<file path="config.mk">
export PLATFORM = sky130hd
export DESIGN_NAME = zop_parser
export DESIGN_NICKNAME = d
export VERILOG_FILES = /design/src/design/zop_pkg.sv /design/src/design/zop_parser.sv /design/src/design/zop_fwd_gate.sv
export SDC_FILE = /design/constraint.sdc
export NUM_CORES = 1
export LEC_CHECK = 0
export BUFFER_PORTS_ARGS = -buffer_cell sky130_fd_sc_hd__buf_2
export CAP_MARGIN = 25
export CORE_MARGIN = 4
export CORE_UTILIZATION = 30
export CTS_BUF_LIST = sky130_fd_sc_hd__clkbuf_8 sky130_fd_sc_hd__clkbuf_16
export CTS_CLUSTER_DIAMETER = 80
export CTS_CLUSTER_SIZE = 8
export DETAILED_ROUTE_END_ITERATION = 7
export GPL_TIMING_DRIVEN = 1
export PLACE_DENSITY = 0.48
export SLEW_MARGIN = 20
export SYNTH_ARGS = -nofsm -noshare
export SYNTH_HDL_FRONTEND = slang
export SYNTH_SLANG_ARGS = --single-unit
</file>
<file path="constraint.sdc">
create_clock -name clock_i -period 5.9 [get_ports clock_i]
set_input_delay 0 -clock clock_i [delete_from_list [all_inputs] [get_ports clock_i]]
set_output_delay 0 -clock clock_i [all_outputs]
set_load 0.05 [all_outputs]
</file>
<file path="src/design/zop_pkg.sv">
// Summary of operation
// - first four bytes give object count
// - basic object: type, protocol, reserved, name, count
// - object types 01 set, 02 zone, 03 alias
// - protocol ignored for set and alias
// - nonzero protocol blocks mismatched data frames
// - other frame categories always pass
// - at least one member per object
// - member: type, reserved, flags, length, identifier
// - flags byte passed through unchanged
// - member type 01 is eight-byte port name
// - member type 02 is domain and port
// - member type 03 is port identifier
// - type 04 alias, 05-df reserved, e0-ff vendor
// - length byte must match member type
// - enhanced adds zone reference and attribute
// - database payload must not hold active content; code checks only a set's first member
// - active payload holds no references
// - database set: id, reserved three, name, count
// - database set members must be references; code checks only a set's first member
// - active set: id, reserved three, count, zones
// - active set members must be zones; code checks only a set's first member
package zop_pkg;

  localparam logic [7:0] OBJ_RSVD     = 8'h00;
  localparam logic [7:0] OBJ_ZONE_SET = 8'h01;
  localparam logic [7:0] OBJ_ZONE     = 8'h02;
  localparam logic [7:0] OBJ_ALIAS    = 8'h03;
  localparam logic [7:0] OBJ_ZREF     = 8'h04;
  localparam logic [7:0] OBJ_ZATTR    = 8'h05;
  localparam logic [7:0] VENDOR_LO    = 8'he0;

  localparam logic [7:0] MEM_RSVD     = 8'h00;
  localparam logic [7:0] MEM_PNAME    = 8'h01;
  localparam logic [7:0] MEM_DOMPORT  = 8'h02;
  localparam logic [7:0] MEM_PORTID   = 8'h03;
  localparam logic [7:0] MEM_ALIAS    = 8'h04;

  localparam logic [7:0] LEN_PNAME    = 8'h08;
  localparam logic [7:0] LEN_ADDR     = 8'h04;
  localparam logic [7:0] PROTO_NONE   = 8'h00;

  localparam logic [1:0] CNT_BYTES    = 2'h3;
  localparam logic [1:0] HDR_BYTES    = 2'h3;
  localparam logic [1:0] IDX_ID_TOP   = 2'h0;

  // payload kind selects which object shapes are legal
  typedef enum logic [1:0] {
    ZOP_BASIC,
    ZOP_DATABASE,
    ZOP_ACTIVE
  } zop_mode_type;

  typedef enum logic [1:0] {
    ZOP_REC_OBJECT,
    ZOP_REC_MEMBER,
    ZOP_REC_LIST
  } zop_kind_type;

  typedef struct packed {
    logic [7:0] data;
    logic       name;
    logic       last;
  } zop_byte_type;

  typedef struct packed {
    zop_kind_type kind;
    logic [7:0]   obj_type;
    logic [7:0]   protocol;
    logic [7:0]   flags;
    logic [7:0]   id_len;
    logic [31:0]  count;
    logic [63:0]  ident;
  } zop_rec_type;

  typedef enum logic [1:0] {
    ZOP_ERR_NONE,
    ZOP_ERR_TYPE,
    ZOP_ERR_LEN,
    ZOP_ERR_COUNT
  } zop_err_type;

endpackage : zop_pkg

</file>
<file path="src/design/zop_parser.sv">
module zop_parser #(
  parameter int DEPTH = 4
) (
  input  wire logic                 clock_i,
  input  wire logic                 rstn_i,
  input  wire zop_pkg::zop_mode_type mode_i,
  input  wire logic                 enhanced_i,
  input  wire logic                 in_valid_i,
  output logic                      in_ready_o,
  input  wire zop_pkg::zop_byte_type in_byte_i,
  output logic                      rec_valid_o,
  input  wire logic                 rec_ready_i,
  output zop_pkg::zop_rec_type      rec_o,
  output logic                      done_o,
  output logic                      err_o,
  output zop_pkg::zop_err_type      err_code_o,
  input  wire logic                 clear_i,
  input  wire logic [7:0]           zone_proto_i,
  input  wire logic [7:0]           frame_proto_i,
  input  wire logic                 restricted_i,
  output logic                      allow_o
);

  // ---------------------------------------------------------------
  // states
  // ---------------------------------------------------------------
  typedef enum logic [3:0] {
    ST_LCNT,
    ST_OTYPE,
    ST_OPROTO,
    ST_ORSVD,
    ST_ONAME,
    ST_OCNT,
    ST_MTYPE,
    ST_MRSVD,
    ST_MFLAGS,
    ST_MLEN,
    ST_MID,
    ST_EMIT,
    ST_DONE,
    ST_DRAIN
  } zop_state_type;

  zop_state_type        state_ff, nxt_state;
  logic [31:0]          lcnt_ff, nxt_lcnt;
  logic [31:0]          acc_ff, nxt_acc;
  logic [1:0]           bcnt_ff, nxt_bcnt;
  logic [7:0]           idcnt_ff, nxt_idcnt;
  // member count left for each nesting level
  logic [31:0]          mleft_ff [DEPTH];
  logic [$clog2(DEPTH):0] lvl_ff, nxt_lvl;
  logic [7:0]           otype_ff, nxt_otype;
  zop_pkg::zop_rec_type rec_ff, nxt_rec;
  zop_state_type        after_ff, nxt_after;
  logic                 err_ff;
  zop_pkg::zop_err_type code_ff, nxt_code;
  logic                 raise;
  logic                 push, pop_dec;

  wire logic       take  = in_valid_i && in_ready_o;
  wire logic [7:0] b     = in_byte_i.data;
  wire logic [31:0] acc_sh = {acc_ff[23:0], b};
  wire logic       last_cnt_byte = (bcnt_ff == zop_pkg::CNT_BYTES);
  wire logic       vendor_t = (b >= zop_pkg::VENDOR_LO);
  wire logic       in_set = (otype_ff == zop_pkg::OBJ_ZONE_SET);
  wire logic       enh = enhanced_i || (mode_i != zop_pkg::ZOP_BASIC);

  // ---------------------------------------------------------------
  // type checks
  // ---------------------------------------------------------------
  // basic object codes
  wire logic obj_basic_ok = (b == zop_pkg::OBJ_ZONE_SET) ||
                            (b == zop_pkg::OBJ_ZONE) ||
                            (b == zop_pkg::OBJ_ALIAS) || vendor_t;
  wire logic obj_enh_ok = obj_basic_ok || (b == zop_pkg::OBJ_ZREF) ||
                          (b == zop_pkg::OBJ_ZATTR);
  wire logic obj_ok = enh ? obj_enh_ok : obj_basic_ok;
  wire logic ref_bad = (mode_i == zop_pkg::ZOP_ACTIVE) &&
                       (b == zop_pkg::OBJ_ZREF);
  // active content in database
  // a full zone inside a database set is resolved, active-set content
  wire logic act_bad = (mode_i == zop_pkg::ZOP_DATABASE) &&
                       in_set && (b == zop_pkg::OBJ_ZONE);
  wire logic db_set_bad = (mode_i == zop_pkg::ZOP_DATABASE) && in_set &&
                          (b != zop_pkg::OBJ_ZREF);
  wire logic act_set_bad = (mode_i == zop_pkg::ZOP_ACTIVE) && in_set &&
                           (b != zop_pkg::OBJ_ZONE);
  wire logic mem_ok = (b == zop_pkg::MEM_PNAME) ||
                      (b == zop_pkg::MEM_DOMPORT) ||
                      (b == zop_pkg::MEM_PORTID) ||
                      (b == zop_pkg::MEM_ALIAS) || vendor_t;
  wire logic [7:0] want_len =
    (rec_ff.obj_type == zop_pkg::MEM_PNAME) ? zop_pkg::LEN_PNAME :
    zop_pkg::LEN_ADDR;
  wire logic fixed_len = (rec_ff.obj_type == zop_pkg::MEM_PNAME) ||
                         (rec_ff.obj_type == zop_pkg::MEM_DOMPORT) ||
                         (rec_ff.obj_type == zop_pkg::MEM_PORTID);
  wire logic len_bad = fixed_len && (b != want_len);
  wire logic addr_top_bad = (rec_ff.obj_type != zop_pkg::MEM_PNAME) &&
                            fixed_len && (idcnt_ff == 8'h00) &&
                            (b != 8'h00);
  // in a set a member is a nested object; elsewhere a zone member entry
  wire logic nest = in_set && (mode_i != zop_pkg::ZOP_BASIC ||
                               otype_ff == zop_pkg::OBJ_ZONE_SET);
  // the count of the open level sits one below the level number
  wire logic [$clog2(DEPTH)-1:0] top_idx =
    lvl_ff[$clog2(DEPTH)-1:0] - 1'b1;
  wire logic [31:0] cur_left = mleft_ff[top_idx];

  assign in_ready_o = (state_ff != ST_EMIT) && (state_ff != ST_DONE);
  assign rec_valid_o = (state_ff == ST_EMIT);
  assign rec_o = rec_ff;
  assign done_o = (state_ff == ST_DONE);
  assign err_o = err_ff;
  assign err_code_o = code_ff;

  zop_fwd_gate u_gate (
    .zone_proto_i  (zone_proto_i),
    .frame_proto_i (frame_proto_i),
    .restricted_i  (restricted_i),
    .allow_o       (allow_o)
  );

  // ---------------------------------------------------------------
  // next state
  // ---------------------------------------------------------------
  always_comb begin
    nxt_state = state_ff;
    nxt_lcnt  = lcnt_ff;
    nxt_acc   = acc_ff;
    nxt_bcnt  = bcnt_ff;
    nxt_idcnt = idcnt_ff;
    nxt_lvl   = lvl_ff;
    nxt_otype = otype_ff;
    nxt_rec   = rec_ff;
    nxt_after = after_ff;
    nxt_code  = code_ff;
    raise     = 1'b0;
    push      = 1'b0;
    pop_dec   = 1'b0;
    case (state_ff)
      ST_LCNT: if (take) begin
        nxt_acc  = acc_sh;
        nxt_bcnt = bcnt_ff + 2'h1;
        if (last_cnt_byte) begin
          nxt_lcnt  = acc_sh;
          nxt_bcnt  = '0;
          // a fresh list starts outside any set
          nxt_lvl   = '0;
          nxt_otype = zop_pkg::OBJ_RSVD;
          nxt_rec   = '0;
          nxt_rec.kind  = zop_pkg::ZOP_REC_LIST;
          nxt_rec.count = acc_sh;
          nxt_after = (acc_sh == '0) ? ST_DONE : ST_OTYPE;
          nxt_state = ST_EMIT;
        end
      end
      ST_OTYPE: if (take) begin
        nxt_rec = '0;
        nxt_rec.kind = zop_pkg::ZOP_REC_OBJECT;
        nxt_rec.obj_type = b;
        nxt_otype = b;
        if (!obj_ok || ref_bad || act_bad || db_set_bad || act_set_bad) begin
          raise = 1'b1;
          nxt_code = zop_pkg::ZOP_ERR_TYPE;
        end
        nxt_state = ST_OPROTO;
      end
      ST_OPROTO: if (take) begin
        nxt_rec.protocol = (otype_ff == zop_pkg::OBJ_ZONE) ? b :
                           zop_pkg::PROTO_NONE;
        nxt_bcnt  = '0;
        nxt_state = ST_ORSVD;
      end
      // reserved bytes; active set has no name
      ST_ORSVD: if (take) begin
        nxt_bcnt = bcnt_ff + 2'h1;
        if (bcnt_ff == 2'h1) begin
          nxt_bcnt  = '0;
          nxt_state = (mode_i == zop_pkg::ZOP_ACTIVE && in_set) ?
                      ST_OCNT : ST_ONAME;
        end
      end
      ST_ONAME: if (take) begin
        if (!in_byte_i.name) begin
          nxt_acc   = {24'h0, b};
          nxt_bcnt  = 2'h1;
          nxt_state = ST_OCNT;
        end
      end
      ST_OCNT: if (take) begin
        nxt_acc  = acc_sh;
        nxt_bcnt = bcnt_ff + 2'h1;
        if (last_cnt_byte) begin
          nxt_bcnt = '0;
          nxt_rec.count = acc_sh;
          if (acc_sh == '0) begin
            raise = 1'b1;
            nxt_code = zop_pkg::ZOP_ERR_COUNT;
          end
          push = 1'b1;
          nxt_after = nest ? ST_OTYPE : ST_MTYPE;
          nxt_state = ST_EMIT;
        end
      end
      ST_MTYPE: if (take) begin
        nxt_rec = '0;
        nxt_rec.kind = zop_pkg::ZOP_REC_MEMBER;
        nxt_rec.obj_type = b;
        if (!mem_ok) begin
          raise = 1'b1;
          nxt_code = zop_pkg::ZOP_ERR_TYPE;
        end
        nxt_state = ST_MRSVD;
      end
      ST_MRSVD: if (take) nxt_state = ST_MFLAGS;
      ST_MFLAGS: if (take) begin
        nxt_rec.flags = b;
        nxt_state = ST_MLEN;
      end
      ST_MLEN: if (take) begin
        nxt_rec.id_len = b;
        nxt_idcnt = '0;
        if (len_bad) begin
          raise = 1'b1;
          nxt_code = zop_pkg::ZOP_ERR_LEN;
        end
        nxt_state = (b == 8'h00) ? ST_EMIT : ST_MID;
        pop_dec = 1'b1;
      end
      ST_MID: if (take) begin
        nxt_rec.ident = {rec_ff.ident[55:0], b};
        nxt_idcnt = idcnt_ff + 8'h01;
        if (addr_top_bad) begin
          raise = 1'b1;
          nxt_code = zop_pkg::ZOP_ERR_LEN;
        end
        if (nxt_idcnt == rec_ff.id_len) nxt_state = ST_EMIT;
      end
      ST_EMIT: if (rec_ready_i) begin
        if (rec_ff.kind == zop_pkg::ZOP_REC_MEMBER) begin
          if (cur_left != '0) nxt_state = ST_MTYPE;
          else if (lvl_ff > 1) begin
            nxt_lvl = lvl_ff - 1'b1;
            nxt_state = ST_OTYPE;
          end else begin
            nxt_lvl = '0;
            nxt_lcnt = lcnt_ff - 32'h1;
            nxt_state = (lcnt_ff == 32'h1) ? ST_DONE : ST_OTYPE;
          end
        end else nxt_state = after_ff;
      end
      ST_DONE: if (clear_i) nxt_state = ST_LCNT;
      ST_DRAIN: if (clear_i) nxt_state = ST_LCNT;
      default: nxt_state = ST_LCNT;
    endcase
    if (take && in_byte_i.last && state_ff != ST_MID &&
        state_ff != ST_DRAIN && nxt_state != ST_DONE) begin
      raise = 1'b1;
      nxt_code = zop_pkg::ZOP_ERR_COUNT;
    end
    if (raise) nxt_state = ST_DRAIN;
  end

  // ---------------------------------------------------------------
  // registers
  // ---------------------------------------------------------------
  always_ff @(posedge clock_i or negedge rstn_i) begin
    if (!rstn_i) begin
      state_ff <= ST_LCNT;
      lcnt_ff  <= '0;
      acc_ff   <= '0;
      bcnt_ff  <= '0;
      idcnt_ff <= '0;
      lvl_ff   <= '0;
      otype_ff <= zop_pkg::OBJ_RSVD;
      rec_ff   <= '0;
      after_ff <= ST_LCNT;
      code_ff  <= zop_pkg::ZOP_ERR_NONE;
    end else begin
      state_ff <= nxt_state;
      lcnt_ff  <= nxt_lcnt;
      acc_ff   <= nxt_acc;
      bcnt_ff  <= nxt_bcnt;
      idcnt_ff <= nxt_idcnt;
      lvl_ff   <= push && (lvl_ff < DEPTH) ? lvl_ff + 1'b1 : nxt_lvl;
      otype_ff <= nxt_otype;
      rec_ff   <= nxt_rec;
      after_ff <= nxt_after;
      code_ff  <= (clear_i && !raise) ? zop_pkg::ZOP_ERR_NONE : nxt_code;
    end
  end

  always_ff @(posedge clock_i or negedge rstn_i) begin
    if (!rstn_i) err_ff <= 1'b0;
    else if (raise) err_ff <= 1'b1;
    else if (clear_i) err_ff <= 1'b0;
  end

  // per-level member countdown
  always_ff @(posedge clock_i or negedge rstn_i) begin
    if (!rstn_i) begin
      for (int i = 0; i < DEPTH; i++) mleft_ff[i] <= '0;
    end else if (push && lvl_ff < DEPTH) begin
      mleft_ff[lvl_ff[$clog2(DEPTH)-1:0]] <= nxt_rec.count;
    end else if (pop_dec && lvl_ff != '0) begin
      mleft_ff[top_idx] <= cur_left - 32'h1;
    end
  end

endmodule : zop_parser

</file>
<file path="src/design/zop_fwd_gate.sv">
module zop_fwd_gate (
  input  wire logic [7:0] zone_proto_i,
  input  wire logic [7:0] frame_proto_i,
  input  wire logic       restricted_i,
  output logic            allow_o
);

  // ---------------------------------------------------------------
  // protocol zoning decision
  // ---------------------------------------------------------------
  wire zoning_off = (zone_proto_i == zop_pkg::PROTO_NONE);
  wire proto_hit  = (zone_proto_i == frame_proto_i);

  assign allow_o = !restricted_i || zoning_off || proto_hit;

endmodule : zop_fwd_gate

</file>
==> results of run 1 <==
## power by group through the flow
stage	Combinational [W]	Sequential (W)	Clock, W
global route	0.00494	0.00365	0.00269
floorplan	0.00284	0.00389	0
global placement	0.00443	0.00359	0
detailed placement	0.00449	0.00360	0
finish	0.00453	0.00357	0.00253
CTS	0.00453	0.00357	0.00261
## worst max path at each step
stage / end / cells past startpoint
6_report: lcnt_ff[1] / 11
5_1_grt: lcnt_ff[1] / 11
4_1_cts: lcnt_ff[1] / 11
3_5_place_dp: lcnt_ff[1] / 11
3_3_place_gp: lcnt_ff[1] / 11
2_1_floorplan: lcnt_ff[4] / 17
## layout make-up
| class | instances | area share |
|---|---|---|
| clock buffer | 50 | 0.06193 |
| clock inverter | 5 | 0.002539 |
| inverter | 53 | 0.009847 |
| multi-input combinational | 1245 | 0.3879 |
| sequential | 346 | 0.4286 |
| tap | 756 | 0.04682 |
| timing repair buffer | 217 | 0.06236 |
## layer usage
layer | vias up | global-route usage
li1 | 6734 | -
met3 | 87 | 0.03719
met4 | 0 | 0.05674
met1 | 7382 | 0.2626
met5 | - | 0
met2 | 483 | 0.3070
## logic make-up (layout without fill, tap and decap cells)
kind of cell,count (synthesis),after routing,share of synthesized area
adder cells (fa/ha/maj),15,15,0.01093
flip-flops,346,346,0.5041
multiplexers,42,42,0.04837
AND/OR/NAND/NOR,735,735,0.1983
XOR/XNOR,48,48,0.02448
buffers and inverters,181,325,0.04210
AO/OA/AOI/OAI,405,405,0.1718
## per-stage QoR
step	std cells	cell area, µm²
after floorplan	1772	17180
after detailed placement	2601	18740
after global placement	2599	18730
after CTS	2671	20190
after global routing	2672	20200
final	2672	20200
## registers in the layout (all words and copies together), names as in the netlist
signal,flops
otype_ff,8
idcnt_ff,8
mleft_ff,128
acc_ff,24
lcnt_ff,32
err_o,1
bcnt_ff,2
rec_o,130
state_ff,4
err_code_o,2
lvl_ff,3
after_ff,4
## synthesized netlist by cell type, drive strengths merged, types with 6 or more instances
| master | n | area share |
|---|---|---|
| and3 | 8 | 0.0029 |
| o21ai | 90 | 0.026 |
| dfrtp | 346 | 0.50 |
| a21oi | 37 | 0.011 |
| and2 | 12 | 0.0044 |
| mux2 | 8 | 0.0052 |
| xor2 | 15 | 0.0076 |
| nor3 | 46 | 0.013 |
| buf | 12 | 0.0052 |
| o22ai | 11 | 0.0040 |
| or2 | 8 | 0.0029 |
| o32a | 9 | 0.0052 |
| a221o | 6 | 0.0035 |
| or3 | 11 | 0.0040 |
| a22o | 21 | 0.011 |
| ha | 15 | 0.011 |
| inv | 52 | 0.011 |
| a22oi | 43 | 0.019 |
| xnor2 | 33 | 0.017 |
| nor2 | 79 | 0.017 |
| nor4 | 26 | 0.012 |
| o211ai | 20 | 0.0087 |
| nand2 | 381 | 0.083 |
| nand4 | 11 | 0.0044 |
| nand2b | 15 | 0.0055 |
| clkbuf | 116 | 0.025 |
| nor2b | 11 | 0.0040 |
| mux4 | 32 | 0.042 |
| a211oi | 10 | 0.0044 |
| nor4b | 8 | 0.0041 |
| o221ai | 107 | 0.055 |
| nand3 | 94 | 0.028 |
==> out/metrics.cfg, run 1 <==
[outcome]
outcome = complete, no violations

[grt]
antenna_found_initial = 0
first_global_vias = 14750
grt_max_degree = 138
grt_use_total = 0.1912
grt_pass1_wl_um = 91230
overflow = 0

[sta]
fin_tns_setup_ns = 0
hold_viol = 0
fmax_ghz = 0.2005
drv_slew = 0
finalCriticalPeriod_ns = 4.988
rsz0062_at_grt = false
fin_crit_sh = 0.8455
clock_skew_ns = 0.02621
tightest_slew_ns = 1.003
worst_slew_margin_rel = 0.3314
fin_hold_ws_ns = 0.05996
setup_viol = 0
fin_ws_ns = 0.9118

[drt]
viasPerCell = 5.496
antenna_left = 0
drc = 0
via_count = 14690
highest-signal-layer = met4
post_drt_wl_per_cell_um = 22.33
wl_met1_um = 26480
drt_pass1_iterations = 5
wl_um = 59660
wl_met2_um = 27760
route.met3.wl_um = 3855
first_iter_violations = 1335

[die]
dieWidth_um = 247.3
rows = 87
start_util = 0.3040
core_area_um2 = 56500
dieArea_um2 = 61150
die_height_um = 247.3
io_pins = 172

[setup_path]
start_kind = flip-flop
cp_slowest_stage_delay_ns = 0.81
cp_slowest_cell = ha_1
worstPathMaxFanout = 19
r2r_start = lvl_ff[1]
cp.arrival_ns = 5.45
cp_top_family = simple AND/OR/NAND/NOR gates
worst-r2r-setup-slack_ns = 0.91
cpMostUsedCell = buf_4
cp-end-kind = flip-flop
worstPathCellList = inv_1 -> ha_1 -> buf_4 -> mux4_2 -> nor4_1 -> nand2_1 -> nor4_4 -> buf_4 -> and3_1 -> nor2_1 -> a221o_1
cp-startpoint = lvl_ff[1]
critPathKind = flip-flop to flip-flop
r2r-end = lcnt_ff[1]
path_buf_inv = 3
worst_ep_required_time_ns = 6.37
r2r_cells = 11

[logic_synthesis]
synth-seq-cells = 346
synth.avg_cell_area_um2 = 9.693
yosys_warnings = 0
ys_types = 73
synth_area_um2 = 17180
syn-num-nets = 1822
syn-instance-count = 1772
synth-main-ff-cell = dfrtp_1
synth_seq_area_share = 0.5041
ys_async_sr_fraction = 1.000
synth-edff-count = 0

[power_and_ir_drop]
p_per_area_nw_per_um2 = 526.2
ir_worst_vdd_uv = 223.3
p_sw_frac = 0.4446
power_frac_clock = 0.238
fin_total_pwr_w = 0.01063
p_comb_frac = 0.426
p_int_w = 0.005904
seqPwrFrac = 0.336
switchingPower_w = 0.004726
leakagePower_nw = 9.261

[cts]
clock_path_buffers = 3
tritoncts = done
post-cts-setup-buffers = 0
clk_pin_slew_ns = 0.06
htree_levels = 2
cts_root_buf = clkbuf_16
cts_sinks = 346
cts_resized = 0
numCtsBuffers = 49
cts_hold_buf = 15
worstSkewPairLatency_ns = 0.59

[final_layout]
drive_above_1_share = 0.1691
filler_cell_count = 5723
diodes = 0
layout-area-overhead-vs-synth_pct = 17.62
nNetsFinal = 1962
multi_input_area_um2 = 7836
ff_latch_area_um2 = 8660
post-route-util = 0.3576
mostFrequentLayoutCells = nand2_1 (375), dfrtp_1 (345), buf_2 (172), o221ai_1 (107), nand3_1 (93)
final_common_cell = nand2_1

[placement]
routabilityCongestion = 0.8570
place_hpwl_um = 38570
dpl_worst_slack_ns = 1.015
portBuffers = 171

[min_path]
hold_class = input port to async pin

[flow_run]
max_cap_violations = 0

Note: power is estimated with default switching activity, not from simulation.
==> run 2, diff against run 1 <==
Settings changed: ABC_AREA from default to 1, PLACE_DENSITY 0.48 to 0.5.
Clock period 5.9 ns to 4.4 ns, I/O delays scaled along.
==> out/metrics.cfg, run 2 <==
[cts]
numCtsBuffers = 50
cts_sinks = 346
htree_levels = 2
post-cts-setup-buffers = 0
clk_pin_slew_ns = 0.06
cts_root_buf = clkbuf_16
tritoncts = done
worstSkewPairLatency_ns = 0.58
clock_path_buffers = 3

[min_path]
hold_class = input port to async pin

[logic_synthesis]
ys_async_sr_fraction = 1.000
synth-seq-cells = 346
synth_area_um2 = 18840
synth_area_leaders = dfrtp_1 (46%), nand2_1 (17%), nand3_1 (9.6%), nor2_1 (4.4%), inv_1 (3.2%)
synth_seq_area_share = 0.4596
synth-edff-count = 0
syn-num-nets = 2576
synth_common_cells = nand2_1 (832), nand3_1 (362), dfrtp_1 (346)
yosysTopAreaCellShare = 0.4596
syn-instance-count = 2526
yosys_warnings = 0
synth-main-ff-cell = dfrtp_1
yosysMostFrequentCell = nand2_1
synth_area_leader_cell = dfrtp_1
ys_types = 51
synth.avg_cell_area_um2 = 7.458

[die]
start_util = 0.3041
core_area_um2 = 61940
die_height_um = 258.6
dieArea_um2 = 66870
dieWidth_um = 258.6
rows = 91
io_pins = 172

[setup_path]
start_kind = flip-flop
worst_ep_required_time_ns = 4.88
worstPathCellList = nand2_1 -> inv_2 -> nand2_4 -> nand3_4 -> nor2_4 -> nand3_4 -> nand3_2 -> inv_2 -> nor2_2 -> buf_4 -> nand2_1 -> o211ai_1
cp_slowest_cell = nor2_2
r2r_cells = 12
worstPathMaxFanout = 27
cp_slowest_stage_delay_ns = 0.63
r2r_start = state_ff[0]
cp-end-kind = flip-flop
critPathKind = flip-flop to flip-flop
cp.arrival_ns = 4.27
r2r-end = mleft_ff[99]
worst-r2r-setup-slack_ns = 0.61

[sta]
worst_slew_margin_rel = 0.3621
rsz0062_at_grt = false
setup_viol = 0
fin_crit_sh = 0.8618
fin_hold_ws_ns = -0.004908
hold_viol = 2
fmax_ghz = 0.2637
drv_slew = 0
clock_skew_ns = 0.01527
fin_tns_setup_ns = 0
tightest_slew_ns = 0.9495
finalCriticalPeriod_ns = 3.792

[placement]
placedInstanceArea_um2 = 20490
place_hpwl_um = 48040
portBuffers = 171
routabilityCongestion = 0.8994
place_inst = 3445

[outcome]
violations = negative hold slack
outcome = complete, but fails checks

[final_layout]
stdcell_area_um2 = 22020
mostFrequentLayoutCells = nand2_1 (831), nand3_1 (362), dfrtp_1 (345), nor2_1 (217), buf_2 (170)
diodes = 0
final_cells = 3517
filler_cell_count = 6587
final_common_cell = nand2_1
layout-area-overhead-vs-synth_pct = 16.89
post-route-util = 0.3555
largest_reg_flops = 130
nNetsFinal = 2724
drive_above_1_share = 0.1261

[power_and_ir_drop]
ir_worst_vdd_uv = 246.0
p_per_area_nw_per_um2 = 564.0
leakagePower_nw = 10.96

[grt]
grt_max_degree = 90
first_global_vias = 17540
grt_use_total = 0.1992
antenna_found_initial = 0
grt_pass1_wl_um = 105600
overflow = 0

[drt]
post_drt_wl_per_cell_um = 19.40
first_iter_violations = 1585
drt_pass1_iterations = 5
wl_um = 68230
antenna_left = 0
viasPerCell = 5.111
drc = 0
via_count = 17970

[flow_run]
max_cap_violations = 0

run 2: cell types whose count changed in the layout (fill, tap and decap cells not counted), sizes merged, moves of 45 or more:
cell,previous run,this run
inv,55,182
nand2,381,840
nand3,94,368
nor2,79,235
o21ai,90,135
o221ai,107,3
run 2: per-stage QoR:
| step | setup slack, ns | power (W) | hold WS [ns] |
|---|---|---|---|
| floorplan | 1.483 | 0.007458 | -0.2956 |
| global placement | 0.6000 | 0.008821 | 0.08691 |
| detailed placement | 0.5071 | 0.008846 | 0.08891 |
| CTS | 0.4676 | 0.01249 | 0.04872 |
| global route | 0.3701 | 0.01321 | 0.08357 |
| finish | 0.6081 | 0.01242 | -0.004908 |
run 2: layer usage:
| layer | global-route usage | vias up | part of all wire |
|---|---|---|---|
| li1 | - | 8579 | - |
| met1 | 0.2700 | 8738 | 0.44 |
| met2 | 0.3339 | 549 | 0.48 |
| met3 | 0.03176 | 108 | 0.054 |
| met4 | 0.05142 | 0 | 0.026 |
| met5 | 0 | - | 0 |
run 2: cell type report:
| cell class | instances | area, µm² | share of cell area |
|---|---|---|---|
| clock buffers | 51 | 1276 | 0.05796 |
| repair buffers | 217 | 1281 | 0.05819 |
| clock inverters | 7 | 102.6 | 0.004659 |
| multi-input cells | 1878 | 8974 | 0.4075 |
| flip-flops and latches | 346 | 8660 | 0.3933 |
| well taps | 837 | 1047 | 0.04756 |
| inverters | 181 | 679.4 | 0.03085 |
run 2: logic make-up (layout without fill, tap and decap cells):
group | count (synthesis) | count (layout) | share of synthesized area
AO/OA/AOI/OAI | 310 | 310 | 0.1030
XOR/XNOR | 45 | 45 | 0.02092
flip-flops | 346 | 346 | 0.4596
AND/OR/NAND/NOR | 1507 | 1507 | 0.3405
adder cells (fa/ha/maj) | 15 | 15 | 0.009963
multiplexers | 1 | 1 | 0.0005314
buffers and inverters | 302 | 456 | 0.06542
run 2: power by group:
group / total, W / internal [W] / switching, W
clock network: 0.00357 / 0.00215 / 0.00142
logic: 0.00472 / 0.00124 / 0.00348
registers: 0.00414 / 0.00368 / 0.000460
total: 0.0124 / 0.00706 / 0.00536
run 2: how the worst max path moves through the flow:
stage	startpoint	slack (ns)	endpoint	cells past startpoint
after floorplan	lvl_ff[0]	1.48	lcnt_ff[10]	20
after global placement	lvl_ff[0]	0.60	lcnt_ff[5]	15
after detailed placement	lvl_ff[1]	0.51	lcnt_ff[1]	16
after CTS	lvl_ff[1]	0.47	lcnt_ff[1]	16
after global routing	lvl_ff[1]	0.37	lcnt_ff[1]	17
final	state_ff[0]	0.61	mleft_ff[99]	12
run 2: worst max-delay path, delay by kind of cell, from the launching register on:
family                 cells  cell delay (ns)
and+or+nand+nor            8             2.50
buffers and inverters      3             0.56
AOI/OAI and AO/OA          1             0.12
DFF                        1             0.45
run 2: timing repair:
action / in CTS / in global routing
hold endpoints to repair: 137 / 0
hold buffers: 13 / 0
endpoints found under the setup margin: 0 / 0
gates resized for setup: 0 / 0
